<file path="src/design/fpr_pkg.sv">
// Constants, types and register map of the rate, power and reset control block
package fpr_pkg;

  // Register map (host address space)
  localparam logic [9:0] FPR_OFS_OUT_CTRL = 10'h002;
  localparam logic [9:0] FPR_OFS_RATE_SEL = 10'h004;
  localparam logic [9:0] FPR_OFS_STATUS = 10'h004;
  localparam logic [9:0] FPR_OFS_DATA = 10'h005;
  localparam logic [9:0] FPR_OFS_CFG_CTRL = 10'h3f7;

  // Rate select register fields
  localparam int FPR_RS_RATE_LSB = 0;
  localparam int FPR_RS_PCMP_LSB = 2;
  localparam int FPR_RS_LOWPWR = 6;
  localparam int FPR_RS_SWRST = 7;
  // Output control register: software reset, active low
  localparam int FPR_OC_RESET_N = 2;
  // Host status register request flag
  localparam int FPR_HS_REQ = 7;

  // Reset values
  localparam logic [1:0] FPR_RATE_RST = 2'h2;
  localparam logic [2:0] FPR_PCMP_RST = 3'h0;
  localparam logic [7:0] FPR_OC_RST = 8'h00;
  localparam logic [7:0] FPR_TRK_RST = 8'h00;
  localparam logic [3:0] FPR_THR_RST = 4'h0;
  localparam logic [7:0] FPR_HS_BUSY = 8'h00;

  // Rate codes
  localparam logic [1:0] FPR_R500K = 2'h0;
  localparam logic [1:0] FPR_R300K = 2'h1;
  localparam logic [1:0] FPR_R250K = 2'h2;
  localparam logic [1:0] FPR_R1M = 2'h3;

  // Timing
  localparam int FPR_CLK_KHZ = 40_000;
  localparam int FPR_RDY_NS = 2500;
  localparam int FPR_RDY_CYC = FPR_RDY_NS * FPR_CLK_KHZ / 1_000_000;
  localparam int FPR_AUTO_MS = 500;
  localparam int FPR_AUTO_CYC = FPR_AUTO_MS * FPR_CLK_KHZ;
  localparam int FPR_OSC_US = 2000;
  localparam int FPR_OSC_CYC = FPR_OSC_US * FPR_CLK_KHZ / 1000;
  localparam int FPR_MASTER_KHZ = 24_000;

  typedef enum logic [1:0] {
    FPR_ST_INIT = 2'b00,
    FPR_ST_RUN = 2'b01,
    FPR_ST_LOWPWR = 2'b10,
    FPR_ST_WAKE = 2'b11
  } fpr_state_t;

  typedef struct packed {
    logic [1:0] s1_strb;
    logic [1:0] s2_strb;
    logic s3_rd;
    logic s3_wr;
    logic s1_cs;
    logic s2_cs;
    logic [9:0] s1_addr;
    logic [9:0] s2_addr;
    logic [7:0] s1_data;
    logic [7:0] s2_data;
    logic [9:0] hold_addr;
    logic [7:0] hold_data;
  } fpr_sync_t;

  typedef struct packed {
    fpr_state_t st;
    logic [31:0] cnt;
    logic [1:0] rate;
    logic [2:0] pcmp;
    logic dsr_lp;
    logic [7:0] oc;
    logic man_prev;
    logic swr_pls;
    logic fifo_en;
    logic [3:0] fifo_level_setting;
    logic [7:0] precomp_start_track;
    logic fifo_write_option;
    logic fifo_read_option;
    logic burst_option;
    logic lock;
    logic imp_seek;
    logic poll;
    logic [7:0] rdata;
  } fpr_core_t;

endpackage

</file>
<file path="src/design/fpr_bus_if.sv">
// Synchronised host bus events passed from the pin front end to the control core
interface fpr_bus_if;
  logic rd_stb;
  logic rd_act;
  logic wr_stb;
  logic [9:0] addr;
  logic [9:0] wr_addr;
  logic [7:0] wdata;

  modport front (output rd_stb, output rd_act, output wr_stb, output addr,
                 output wr_addr, output wdata);
  modport core (input rd_stb, input rd_act, input wr_stb, input addr,
                input wr_addr, input wdata);
endinterface

</file>
<file path="src/design/fpr_bus_sync.sv">
// Host pin synchroniser and strobe detector
module fpr_bus_sync
  import fpr_pkg::*;
(
  // Clock and reset
  input wire logic clk_i,
  input wire logic resetn_i,
  // Host pins
  input wire logic cs_n_i,
  input wire logic rd_n_i,
  input wire logic wr_n_i,
  input wire logic [9:0] addr_i,
  input wire logic [7:0] data_i,
  // Towards the core
  fpr_bus_if.front bus
);

  fpr_sync_t q_ff;
  fpr_sync_t nxt_q;
  logic rd_now;
  logic wr_now;

  always_comb begin
    nxt_q = q_ff;
    nxt_q.s1_strb = {~rd_n_i, ~wr_n_i};
    nxt_q.s2_strb = q_ff.s1_strb;
    nxt_q.s1_cs = ~cs_n_i;
    nxt_q.s2_cs = q_ff.s1_cs;
    nxt_q.s1_addr = addr_i;
    nxt_q.s2_addr = q_ff.s1_addr;
    nxt_q.s1_data = data_i;
    nxt_q.s2_data = q_ff.s1_data;
    nxt_q.s3_rd = rd_now;
    nxt_q.s3_wr = wr_now;
    // Capture while the write is active, commit on its trailing edge
    if (wr_now) begin
      nxt_q.hold_addr = q_ff.s2_addr;
      nxt_q.hold_data = q_ff.s2_data;
    end
  end

  assign rd_now = q_ff.s2_strb[1] & q_ff.s2_cs;
  assign wr_now = q_ff.s2_strb[0] & q_ff.s2_cs;
  assign bus.rd_stb = rd_now & ~q_ff.s3_rd;
  assign bus.rd_act = rd_now;
  assign bus.wr_stb = q_ff.s3_wr & ~wr_now;
  assign bus.addr = q_ff.s2_addr;
  assign bus.wr_addr = q_ff.hold_addr;
  assign bus.wdata = q_ff.hold_data;

  always_ff @(posedge clk_i or negedge resetn_i) begin
    if (!resetn_i) begin
      q_ff <= '0;
    end else begin
      q_ff <= nxt_q;
    end
  end

endmodule

</file>
<file path="src/design/fpr_ctrl.sv">
// Data rate, write precompensation, low power and reset control of the disk controller
//
// Summary of operation
// - Configuration control register bits 1:0 select the data rate.
// - Rate select register bits 1:0 also select rate, same encoding.
// - The most recent write to either register sets the effective rate.
// - Rate scales separator clock divider; rate pins mirror last written bits.
// - Default precompensation applies until rate select register picks another.
// - Precompensation start track resets to zero; configure command changes it.
// - Low power stops oscillator, separator and all oscillator-clocked logic.
// - Entering power down clears the host request flag.
// - Software reset via output control or rate select wakes and reinitialises.
// - Data or status register access wakes, keeping all register contents but the low power bit.
// - Request flag stays 0 until oscillator stable, then 1 and resume.
// - Rate select bit 6 enters low power now; clears after wake.
// - Manual low power is rate select bit 6 OR mode command bit.
// - Auto low power enters 500 ms after idle; only mode command enables.
// - Rate, output and configuration registers stay live during power down.
// - Hardware reset restores defaults: FIFO off, threshold 0, seeks off, polling on.
// - Rate select reset bit self-clears; output control reset bit persists.
// - With lock set, software reset keeps FIFO, threshold, track, mode options.
// - Status reads 00 after reset; bit 7 reads 1 within 2.5 us of output control bit 2 being set.
// - All registers but status and data stay accessible, even in reset.
// - The host request flag is bit 7 of host status.
module fpr_ctrl
  import fpr_pkg::*;
#(
  parameter int AUTO_CYC = FPR_AUTO_CYC,
  parameter int OSC_CYC = FPR_OSC_CYC
)
(
  // Clock and reset
  input wire logic clk_i,
  input wire logic resetn_i,
  // Host bus pins
  input wire logic cs_n_i,
  input wire logic rd_n_i,
  input wire logic wr_n_i,
  input wire logic [9:0] addr_i,
  input wire logic [7:0] data_i,
  output logic [7:0] data_o,
  output logic data_oe_o,
  // Command engine status and settings
  input wire logic idle_i,
  input wire logic [6:0] status_low_i,
  input wire logic [7:0] data_reg_i,
  input wire logic mode_man_lp_i,
  input wire logic mode_auto_lp_i,
  input wire logic cfg_load_i,
  input wire logic cfg_fifo_en_i,
  input wire logic [3:0] cfg_fifo_level_setting_i,
  input wire logic [7:0] cfg_precomp_start_track_i,
  input wire logic cfg_poll_i,
  input wire logic cfg_imp_seek_i,
  input wire logic mode_load_i,
  input wire logic mode_fwr_i,
  input wire logic mode_frd_i,
  input wire logic mode_bst_i,
  input wire logic lock_load_i,
  input wire logic lock_val_i,
  // Data register strobes towards the command engine
  output logic data_rd_o,
  output logic data_wr_o,
  output logic [7:0] data_wdata_o,
  // Rate, precompensation and power
  output logic rate_out_bit0_o,
  output logic rate_out_bit1_o,
  output logic [7:0] sep_div_o,
  output logic [2:0] precomp_sel_o,
  output logic osc_en_o,
  output logic core_run_o,
  output logic core_reset_o,
  output logic [7:0] output_control_o,
  // Retained configuration
  output logic fifo_en_o,
  output logic [3:0] fifo_level_setting_o,
  output logic [7:0] precomp_start_track_o,
  output logic fifo_write_option_o,
  output logic fifo_read_option_o,
  output logic burst_option_o,
  output logic lock_o,
  output logic implied_seek_o,
  output logic poll_en_o
);

  localparam logic [31:0] RDY_LAST = 32'(FPR_RDY_CYC - 1);
  localparam logic [31:0] AUTO_LAST = 32'(AUTO_CYC - 1);
  localparam logic [31:0] OSC_LAST = 32'(OSC_CYC - 1);

  fpr_bus_if bus ();

  fpr_bus_sync u_sync (
    .clk_i(clk_i),
    .resetn_i(resetn_i),
    .cs_n_i(cs_n_i),
    .rd_n_i(rd_n_i),
    .wr_n_i(wr_n_i),
    .addr_i(addr_i),
    .data_i(data_i),
    .bus(bus)
  );

  // Divider from the master clock for a given rate code
  function automatic logic [7:0] rate_div(input logic [1:0] code);
    int kbps;
    kbps = 500;
    case (code)
      FPR_R500K: kbps = 500;
      FPR_R300K: kbps = 300;
      FPR_R250K: kbps = 250;
      FPR_R1M: kbps = 1000;
      default: kbps = 500;
    endcase
    return 8'(FPR_MASTER_KHZ / kbps);
  endfunction

  // Host ports whose access wakes the device
  function automatic logic wake_port(input logic [9:0] a);
    return a == FPR_OFS_STATUS || a == FPR_OFS_DATA;
  endfunction

  // Committed write aimed at one offset
  function automatic logic wr_hit(input logic stb, input logic [9:0] wa, input logic [9:0] a);
    return stb && wa == a;
  endfunction

  // Status and data reads show the busy value until ready
  function automatic logic [7:0] gate_busy(input logic rdy, input logic [7:0] v);
    return rdy ? v : FPR_HS_BUSY;
  endfunction

  fpr_core_t q_ff;
  fpr_core_t nxt_q;
  logic wr_rs;
  logic wr_cc;
  logic wr_oc;
  logic wr_dat;
  logic acc_wake;
  logic man_lp;
  logic sw_rst;
  logic ready;
  logic lp_req;
  logic [7:0] status_val;

  assign wr_rs = wr_hit(bus.wr_stb, bus.wr_addr, FPR_OFS_RATE_SEL);
  assign wr_cc = wr_hit(bus.wr_stb, bus.wr_addr, FPR_OFS_CFG_CTRL);
  assign wr_oc = wr_hit(bus.wr_stb, bus.wr_addr, FPR_OFS_OUT_CTRL);
  assign wr_dat = wr_hit(bus.wr_stb, bus.wr_addr, FPR_OFS_DATA);
  assign acc_wake = (bus.rd_stb && wake_port(bus.addr)) || wr_dat;
  assign man_lp = q_ff.dsr_lp | mode_man_lp_i;
  // a direct write enters even while the mode bit is held high
  assign lp_req = (man_lp && !q_ff.man_prev) || (wr_rs && bus.wdata[FPR_RS_LOWPWR]);
  // rate select pulse or held output control bit
  assign sw_rst = q_ff.swr_pls | ~q_ff.oc[FPR_OC_RESET_N];
  assign ready = (q_ff.st == FPR_ST_RUN) && !sw_rst;
  // busy value until ready; request flag in bit 7
  assign status_val = gate_busy(ready, {1'b1, status_low_i});

  always_comb begin
    nxt_q = q_ff;
    nxt_q.swr_pls = 1'b0;
    // Edge detect so a held mode bit cannot re-enter after wake
    nxt_q.man_prev = man_lp;

    // rate, output and configuration registers always writable
    if (wr_rs) begin
      nxt_q.rate = bus.wdata[FPR_RS_RATE_LSB +: 2];
      nxt_q.pcmp = bus.wdata[FPR_RS_PCMP_LSB +: 3];
      nxt_q.dsr_lp = bus.wdata[FPR_RS_LOWPWR];
      nxt_q.swr_pls = bus.wdata[FPR_RS_SWRST];
    end
    // rate from configuration control; last writer wins
    if (wr_cc) begin
      nxt_q.rate = bus.wdata[FPR_RS_RATE_LSB +: 2];
    end
    // output control reset bit held by software
    if (wr_oc) begin
      nxt_q.oc = bus.wdata;
    end

    // Command-loaded settings
    if (cfg_load_i) begin
      nxt_q.fifo_en = cfg_fifo_en_i;
      nxt_q.fifo_level_setting = cfg_fifo_level_setting_i;
      nxt_q.precomp_start_track = cfg_precomp_start_track_i;
      nxt_q.poll = cfg_poll_i;
      nxt_q.imp_seek = cfg_imp_seek_i;
    end
    if (mode_load_i) begin
      nxt_q.fifo_write_option = mode_fwr_i;
      nxt_q.fifo_read_option = mode_frd_i;
      nxt_q.burst_option = mode_bst_i;
    end
    if (lock_load_i) begin
      nxt_q.lock = lock_val_i;
    end

    // One counter times init, idle and oscillator settling
    case (q_ff.st)
      FPR_ST_INIT: begin
        if (q_ff.cnt >= RDY_LAST) begin
          nxt_q.st = FPR_ST_RUN;
          nxt_q.cnt = '0;
        end else begin
          nxt_q.cnt = q_ff.cnt + 32'h1;
        end
      end
      FPR_ST_RUN: begin
        if (lp_req) begin
          // immediate entry; request flag drops with it
          nxt_q.st = FPR_ST_LOWPWR;
          nxt_q.cnt = '0;
        end else if (mode_auto_lp_i && idle_i) begin
          if (q_ff.cnt >= AUTO_LAST) begin
            nxt_q.st = FPR_ST_LOWPWR;
            nxt_q.cnt = '0;
          end else begin
            nxt_q.cnt = q_ff.cnt + 32'h1;
          end
        end else begin
          nxt_q.cnt = '0;
        end
      end
      FPR_ST_LOWPWR: begin
        if (acc_wake) begin
          nxt_q.st = FPR_ST_WAKE;
          nxt_q.cnt = '0;
        end
      end
      FPR_ST_WAKE: begin
        if (q_ff.cnt >= OSC_LAST) begin
          nxt_q.st = FPR_ST_RUN;
          nxt_q.cnt = '0;
          // low power bit clears after wake
          nxt_q.dsr_lp = 1'b0;
        end else begin
          nxt_q.cnt = q_ff.cnt + 32'h1;
        end
      end
      default: begin
        nxt_q.st = FPR_ST_INIT;
        nxt_q.cnt = '0;
      end
    endcase

    // Placed last so a software reset overrides any state change
    // software reset wakes and reinitialises
    if (sw_rst) begin
      nxt_q.st = FPR_ST_INIT;
      nxt_q.cnt = '0;
      if (!wr_rs) begin
        nxt_q.dsr_lp = 1'b0;
      end
      nxt_q.imp_seek = 1'b0;
      nxt_q.poll = 1'b1;
      // lock keeps FIFO, threshold, track and mode options
      if (!q_ff.lock) begin
        nxt_q.fifo_en = 1'b0;
        nxt_q.fifo_level_setting = FPR_THR_RST;
        nxt_q.precomp_start_track = FPR_TRK_RST;
        nxt_q.fifo_write_option = 1'b0;
        nxt_q.fifo_read_option = 1'b0;
        nxt_q.burst_option = 1'b0;
      end
    end

    // Read data register
    if (bus.addr == FPR_OFS_STATUS) begin
      nxt_q.rdata = status_val;
    end else if (bus.addr == FPR_OFS_DATA) begin
      nxt_q.rdata = gate_busy(ready, data_reg_i);
    end else begin
      nxt_q.rdata = 8'h00;
    end
  end

  always_ff @(posedge clk_i or negedge resetn_i) begin
    if (!resetn_i) begin
      q_ff <= '0;
      q_ff.st <= FPR_ST_INIT;
      q_ff.rate <= FPR_RATE_RST;
      q_ff.pcmp <= FPR_PCMP_RST;
      q_ff.oc <= FPR_OC_RST;
      q_ff.precomp_start_track <= FPR_TRK_RST;
      q_ff.fifo_level_setting <= FPR_THR_RST;
      q_ff.poll <= 1'b1;
    end else begin
      q_ff <= nxt_q;
    end
  end

  // Host data bus; only status/data reads are driven, other offsets read 00
  assign data_o = q_ff.rdata;
  assign data_oe_o = bus.rd_act && wake_port(bus.addr);

  // Data register strobes only when running
  assign data_rd_o = bus.rd_stb && bus.addr == FPR_OFS_DATA && ready;
  assign data_wr_o = wr_dat && ready;
  assign data_wdata_o = bus.wdata;

  // rate pins mirror stored bits; divider follows rate; code map
  assign rate_out_bit0_o = q_ff.rate[0];
  assign rate_out_bit1_o = q_ff.rate[1];
  assign sep_div_o = rate_div(q_ff.rate);
  assign precomp_sel_o = q_ff.pcmp;

  // oscillator and clocked logic off in low power
  assign osc_en_o = q_ff.st != FPR_ST_LOWPWR;
  assign core_run_o = ready;
  assign core_reset_o = sw_rst || q_ff.st == FPR_ST_INIT;
  // output control stays live in power down
  assign output_control_o = q_ff.oc;

  assign fifo_en_o = q_ff.fifo_en;
  assign fifo_level_setting_o = q_ff.fifo_level_setting;
  assign precomp_start_track_o = q_ff.precomp_start_track;
  assign fifo_write_option_o = q_ff.fifo_write_option;
  assign fifo_read_option_o = q_ff.fifo_read_option;
  assign burst_option_o = q_ff.burst_option;
  assign lock_o = q_ff.lock;
  assign implied_seek_o = q_ff.imp_seek;
  assign poll_en_o = q_ff.poll;

endmodule

</file>
<file path="config.mk">
export PLATFORM = sky130hd
export DESIGN_NAME = fpr_ctrl
export DESIGN_NICKNAME = d
export VERILOG_FILES = /design/src/design/fpr_pkg.sv /design/src/design/fpr_bus_if.sv /design/src/design/fpr_bus_sync.sv /design/src/design/fpr_ctrl.sv
export SDC_FILE = /design/constraint.sdc
export NUM_CORES = 1
export LEC_CHECK = 0
export BUFFER_PORTS_ARGS = -buffer_cell sky130_fd_sc_hd__buf_2
export CORE_MARGIN = 2
export CORE_UTILIZATION = 55
export CTS_CLUSTER_DIAMETER = 60
export DETAILED_ROUTE_END_ITERATION = 12
export HOLD_SLACK_MARGIN = 0.1
export PLACE_DENSITY = 0.87
export SYNTH_ARGS = -nofsm -noshare
export SYNTH_HDL_FRONTEND = slang
export SYNTH_SLANG_ARGS = --single-unit
</file>
<file path="constraint.sdc">
create_clock -name clk_i -period 10.6 [get_ports clk_i]
set_clock_uncertainty 0.2 [all_clocks]
set_input_delay 3.18 -clock clk_i [delete_from_list [all_inputs] [get_ports clk_i]]
set_output_delay 3.18 -clock clk_i [all_outputs]
set_load 0.005 [all_outputs]
</file>
; Yosys cells after proc, flatten, opt, wreduce, memory -nomap -nowiden
; Index checks and enable logic that the tools add are counted.
[op_classes]
reduce_logical = 24
n_mux = 30
order_cmp = 3
addsub = 1
div = 1
n_bitwise = 12
eq_ne = 18
[op_table]
columns = op, count
row1 = $pmux W34 S4, 1
row2 = $mux W32, 4
row3 = $pmux W32 S4, 1
row4 = $mux W34, 3
row5 = $eq A10 B3 Y1 const B, 4
row6 = $add A32 B1 Y32 const B, 1
row7 = $div A16 B32 Y32 const A, 1
row8 = $ge A32 B17 Y1 const B, 1
row9 = $ge A32 B25 Y1 const B, 1
row10 = $ge A32 B7 Y1 const B, 1
row11 = $mux W16, 2
row12 = $mux W8, 4
row13 = $mux W2, 7
row14 = $logic_and A1 B1 Y1, 13
row15 = $mux W13, 1
row16 = $eq A10 B10 Y1 const B, 1
row17 = $eq A10 B2 Y1 const B, 1
row18 = $ne A3 B3 Y1 const B, 3
row19 = $eq A2 B2 Y1 const B, 4
row20 = $ne A4 B3 Y1 const B, 2
row21 = $mux W6, 1
row22 = $not A1 Y1, 6
row23 = $mux W1, 5
row24 = $reduce_and A5 Y1, 1
row25 = other kinds (9), 20
[totals]
out_inout_bits = 62
word_cells = 119
input_bits = 63
ff_bits = 139

; Logic depth before layout (Yosys ltp)
[logic_depth]
word_depth = 9
ltp_mapped = 25
depth_no_buf = 22

; Modules after synthesis
; A second synthesis with hierarchy kept.
[hier_totals]
cells_unflattened = 684
hier_area_um2 = 7250.7
[by_module_without_submodules]
columns = mod, n_inst, area_each_um2, seq_area_each_um2, cells_each
row1 = fpr_ctrl, 1, 5154.9, 1929.4, 566
row2 = fpr_bus_sync, 1, 2095.8, 1551.5, 118

; Worst setup path before layout
; No wires, ideal clock.
[synth_path]
path_type = flip-flop to output port
start = register q_ff (netlist bit rate_out_bit1_o)
end = output port sep_div_o[0]
t_required_ns = 7.220
t_arrival_ns = 4.868
path_slack_ns = 2.352
stages_incl_launch_ff = 24
path_buffers = 2
path_cell_list = dfstp_2 ha_1 clkbuf_1 and2_1 ha_1 a41o_1 a31o_1 a41o_1 nor3_4 nor2_1 ha_1 and3_1 a31o_2 a211oi_1 a22oi_1 or2_1 buf_2 and2_1 ha_1 a21o_1 a21oi_1 nand4_1 a31oi_1 o21ai_1
[synth_via]
elab_chain_len = 3
elab_cells_between_ends = 6
classes_between = div: 1 / eq/ne: 3 / mux: 1 / reduce/logical: 1
[synth_lines]
columns = element, line
row1 = "start, declared", fpr_ctrl.sv:132  ; fpr_core_t q_ff;
row2 = "start signal, assigned", fpr_ctrl.sv:288  ; q_ff <= nxt_q;
row3 = "$eq A2 B2 Y1, or another cell as far along", fpr_ctrl.sv:107  ; case (code)
row4 = $pmux W32 S4 (*), fpr_ctrl.sv:107
row5 = $div A16 B32 Y32 (*), fpr_ctrl.sv:114  ; return 8'(FPR_MASTER_KHZ / kbps);
row6 = "end, declared", fpr_ctrl.sv:68  ; output logic [7:0] sep_div_o,
; Every way passes the cells marked *; elsewhere a longest branch is shown, timed or not. The select of a mux whose other input is x is not followed.

; Worst setup path after layout
[layout_path]
start = register q_ff (netlist bit rate_out_bit0_o)
end = output port sep_div_o[0]
; Same word-level chain as after synthesis.

==> impl_metrics.sql <==
INSERT INTO impl_metrics (metric_group, metric, value, unit) VALUES
('drt', 'route.detailed.drc', '0', ''),
('clock_network', 'cts.reportedPaths.clkPinSlew', '60', 'ps'),
('timing', 'min_period_over_period', '87.6', '%'),
('floorplanning', 'die_area', '0.0138', 'sq mm'),
('drt', 'vias', '5441', ''),
('synth', 'edff_count_synth', '0', ''),
('global_route', 'globalRouteOverflowTotal', '0', ''),
('clock_network', 'cts_resized', '0', ''),
('power_and_ir_drop', 'power.total', '1.28', 'mW'),
('timing', 'grt_setup_unrepaired', 'no', ''),
('power_and_ir_drop', 'leakagePower', '3.99', 'nW'),
('global_route', 'grt_pass1_vias', '5358', ''),
('timing', 'hold-worst-slack', '147', 'ps'),
('synth', 'synth-warning-count', '0', ''),
('worst_setup_path', 'worstSetupEndpointType', 'primary output', ''),
('timing', 'final-setup-viol-count', '0', ''),
('synth', 'yosys.cell_types.count', '77', ''),
('status', 'outcome', 'complete, no violations', ''),
('drt', 'post_drt_via_cell_ratio', '5.76', ''),
('synth', 'syn_area', '0.00711', 'sq mm'),
('floorplanning', 'ioPinCount', '125', ''),
('worst_setup_path', 'regToRegSetupSlack', '6580', 'ps'),
('synth', 'postSynth.asyncResetShare', '100', '%'),
('final_layout', 'syn_to_final_growth', '15.1', '%'),
('drt', 'post_route_wl', '16.4', 'mm'),
('worst_setup_path', 'required_time_of_the_critical_path', '7220', 'ps'),
('global_route', 'grt_antenna_before_repair', '0', ''),
('worst_setup_path', 'worst_setup_path_start', 'rate_out_bit0_o$_DFFE_PN0P_', ''),
('timing', 'timing.setup.tns', '0', 'ps'),
('worst_setup_path', 'worstRegToRegCells', '11', ''),
('clock_network', 'tritoncts_num_sinks', '139', ''),
('power_and_ir_drop', 'power.ir.vdd_worst', '0.139', 'mV'),
('worst_setup_path', 'worst-setup-path-type', 'reg2out', ''),
('clock_network', 'htree_levels', '4', ''),
('global_route', 'grt_start_max_net_pins', '84', ''),
('drt', 'avgRoutedWirePerCell', '17.4', 'microns'),
('final_layout', 'filler_cell_count', '1001', ''),
('worst_setup_path', 'sort_of_element_at_the_start_of_the_critical_path', 'flop', ''),
('placement', 'gp_congestion', '0.880', ''),
('global_route', 'groute.usage.overall', '24.3', '%'),
('timing', 'layout_min_cycle_time', '9290', 'ps'),
('drt', 'detail_route.iter0.violations', '490', ''),
('synth', 'number_of_synthesized_register_bits', '139', ''),
('drt', 'route.antenna.remaining_nets', '0', ''),
('global_route', 'grt_first_pass_wirelength', '26.8', 'mm'),
('clock_network', 'clk_root_buffer_cell', 'clkbuf_16', ''),
('drt', 'first_pass_iters', '5', ''),
('synth', 'postSynthAreaPerCell', '10.5', 'sq um'),
('final_layout', 'layout.cells.most_common', 'dfrtp_1', ''),
('timing', 'max_freq', '108', 'MHz'),
('worst_hold_path', 'worstHoldPathType', 'reg2reg', ''),
('timing', 'max_slew_margin', '29.5', '%'),
('placement', 'hpwl', '11.1', 'mm'),
('worst_setup_path', 'worstPathArrival', '5910', 'ps'),
('floorplanning', 'die_width', '118', 'microns'),
('worst_setup_path', 'worst-path-max-fanout', '18', ''),
('timing', 'final_critical_path_setup_slack', '1310', 'ps'),
('timing', 'worst_pin_slew', '1050', 'ps'),
('synth', 'synth_top_flop_cell', 'dfrtp_1', ''),
('clock_network', 'insertion_delay_to_the_later_sink_of_the_worst_skew_pair', '420', 'ps'),
('timing', 'report.final.hold_viol_count', '0', ''),
('placement', 'place_worst_setup_slack', '1820', 'ps'),
('worst_setup_path', 'critPathCapture', 'sep_div_o[0]', ''),
('floorplanning', 'coreArea', '0.0126', 'sq mm'),
('power_and_ir_drop', 'power.density_cell_area', '157', 'mW/mm^2'),
('final_layout', 'antenna_cells', '0', ''),
('final_layout', 'drive_above_1_share', '29.0', '%'),
('worst_hold_path', 'timing.hold.worst_path_depth', '0', ''),
('timing', 'timing.final.max_slew_violations', '0', ''),
('final_layout', 'layout_common_cells', '137 x dfrtp_1, 123 x buf_2, 55 x nor2_1', ''),
('clock_network', 'post_cts.repair.setup_buffers', '0', '');
## per-stage QoR
step,area (sq um),utilization (%),std cells
after global placement,7580,60.1,914
after global routing,8180,64.8,945
after detailed placement,7580,60.1,914
final,8180,64.8,945
after floorplan,7110,-,679
after CTS,8180,64.8,945
## worst max-delay path: stages (launching register included)
cell      delay, ps
dfrtp_1         450
inv_1           150
ha_1            580
nor2_1          190
ha_1            380
a41o_1          230
a31o_1          230
a41o_1          320
nor3_4          240
nor2_1          100
ha_1            200
and3_1          160
a31o_2          220
a211oi_1        170
a22oi_1         190
or2_1           370
and2_1          210
ha_1            280
a21o_1          180
a21oi_1         140
nand4_1         100
a31oi_1         210
o21ai_1          70
buf_2           120
## layout make-up
class,instances,area [sq um],area share [%]
sequential,139,3480,42.6
multi-input combinational,446,3120,38.1
timing repair buffer,129,664,8.13
clock buffer,20,457,5.59
tap,172,215,2.63
clock inverter,11,135,1.65
inverter,28,105,1.29
## kinds of logic (layout without fill, tap and decap cells)
| kind of cell | count (synthesis) | after routing | share of synthesized area [%] |
|---|---|---|---|
| and+or+nand+nor | 216 | 216 | 16.0 |
| DFF | 139 | 139 | 49.0 |
| AOI/OAI and AO/OA | 137 | 137 | 13.3 |
| buffers and inverters | 94 | 188 | 7.27 |
| muxes | 66 | 66 | 10.0 |
| adders and majority gates | 21 | 21 | 3.70 |
| xor gates and xnor gates | 6 | 6 | 0.739 |
## registers in the layout, indices dropped and copies added (netlist names)
signal and count:
u_sync.bus.wdata 8, lock_o 1, output_control_o 8, fifo_en_o 1, u_sync.bus.addr 10, fifo_level_setting_o 4
rate_out_bit0_o 1, u_sync.q_ff 13, u_sync.bus.wr_addr 10, fifo_write_option_o 1, rate_out_bit1_o 1, precomp_sel_o 3
u_sync.nxt_q 21, q_ff 37, data_o 8, implied_seek_o 1, poll_en_o 1, fifo_read_option_o 1
precomp_start_track_o 8, burst_option_o 1
## cell usage after synthesis, drive strengths merged (3+ instances only)
cell | count | area (sq um)
dfrtp | 137 | 3430
nor2 | 56 | 213
buf | 46 | 337
nand2 | 44 | 165
o21ai | 41 | 205
mux2 | 38 | 432
inv | 28 | 105
mux2i | 28 | 280
ha | 21 | 263
clkbuf | 20 | 75.1
a21oi | 19 | 110
nor3 | 17 | 96.4
and2 | 15 | 93.8
nand3 | 15 | 75.1
o31ai | 14 | 105
nor4 | 13 | 87.6
or2 | 9 | 56.3
o21a | 8 | 60.1
and3 | 7 | 43.8
nand4 | 7 | 43.8
a21bo | 6 | 60.1
a21o | 6 | 45.0
a31oi | 6 | 37.5
or3 | 6 | 37.5
nand2b | 5 | 31.3
nor2b | 5 | 31.3
a211o | 4 | 35.0
nor3b | 4 | 30.0
xnor2 | 4 | 35.0
a31o | 3 | 26.3
nand4b | 3 | 26.3
o2111ai | 3 | 26.3
o31a | 3 | 26.3
## power by group
part | total [mW] | internal (mW) | switching, mW
sequential | 0.575 | 0.557 | 0.0186
combinational | 0.119 | 0.0557 | 0.0634
clock | 0.589 | 0.361 | 0.228
## worst min-delay path by stage
| stage | from | end | slack [ps] |
|---|---|---|---|
| 6_report | u_sync.nxt_q[25]$_DFF_PN0_ | u_sync.q_ff[25]$_DFF_PN0_ | 150 |
| 5_1_grt | u_sync.nxt_q[25]$_DFF_PN0_ | u_sync.q_ff[25]$_DFF_PN0_ | 150 |
| 4_1_cts | u_sync.nxt_q[43]$_DFF_PN0_ | u_sync.bus.addr[9]$_DFF_PN0_ | 150 |
| 3_5_place_dp | u_sync.nxt_q[35]$_DFF_PN0_ | u_sync.bus.addr[1]$_DFF_PN0_ | 130 |
| 3_3_place_gp | u_sync.nxt_q[59]$_DFF_PN0_ | u_sync.q_ff[59]$_DFF_PN0_ | 130 |
| 2_1_floorplan | u_sync.nxt_q[34]$_DFF_PN0_ | u_sync.bus.addr[0]$_DFF_PN0_ | 130 |
## layer usage
| layer | routed length [microns] | global-route usage, % | up-vias |
|---|---|---|---|
| li1 | - | - | 2541 |
| met1 | 6890 | 31.8 | 2645 |
| met2 | 8120 | 39.3 | 219 |
| met3 | 982 | 5.47 | 36 |
| met4 | 436 | 10.2 | 0 |
| met5 | 0 | 0 | - |
Power figures use the tool's default switching activity.
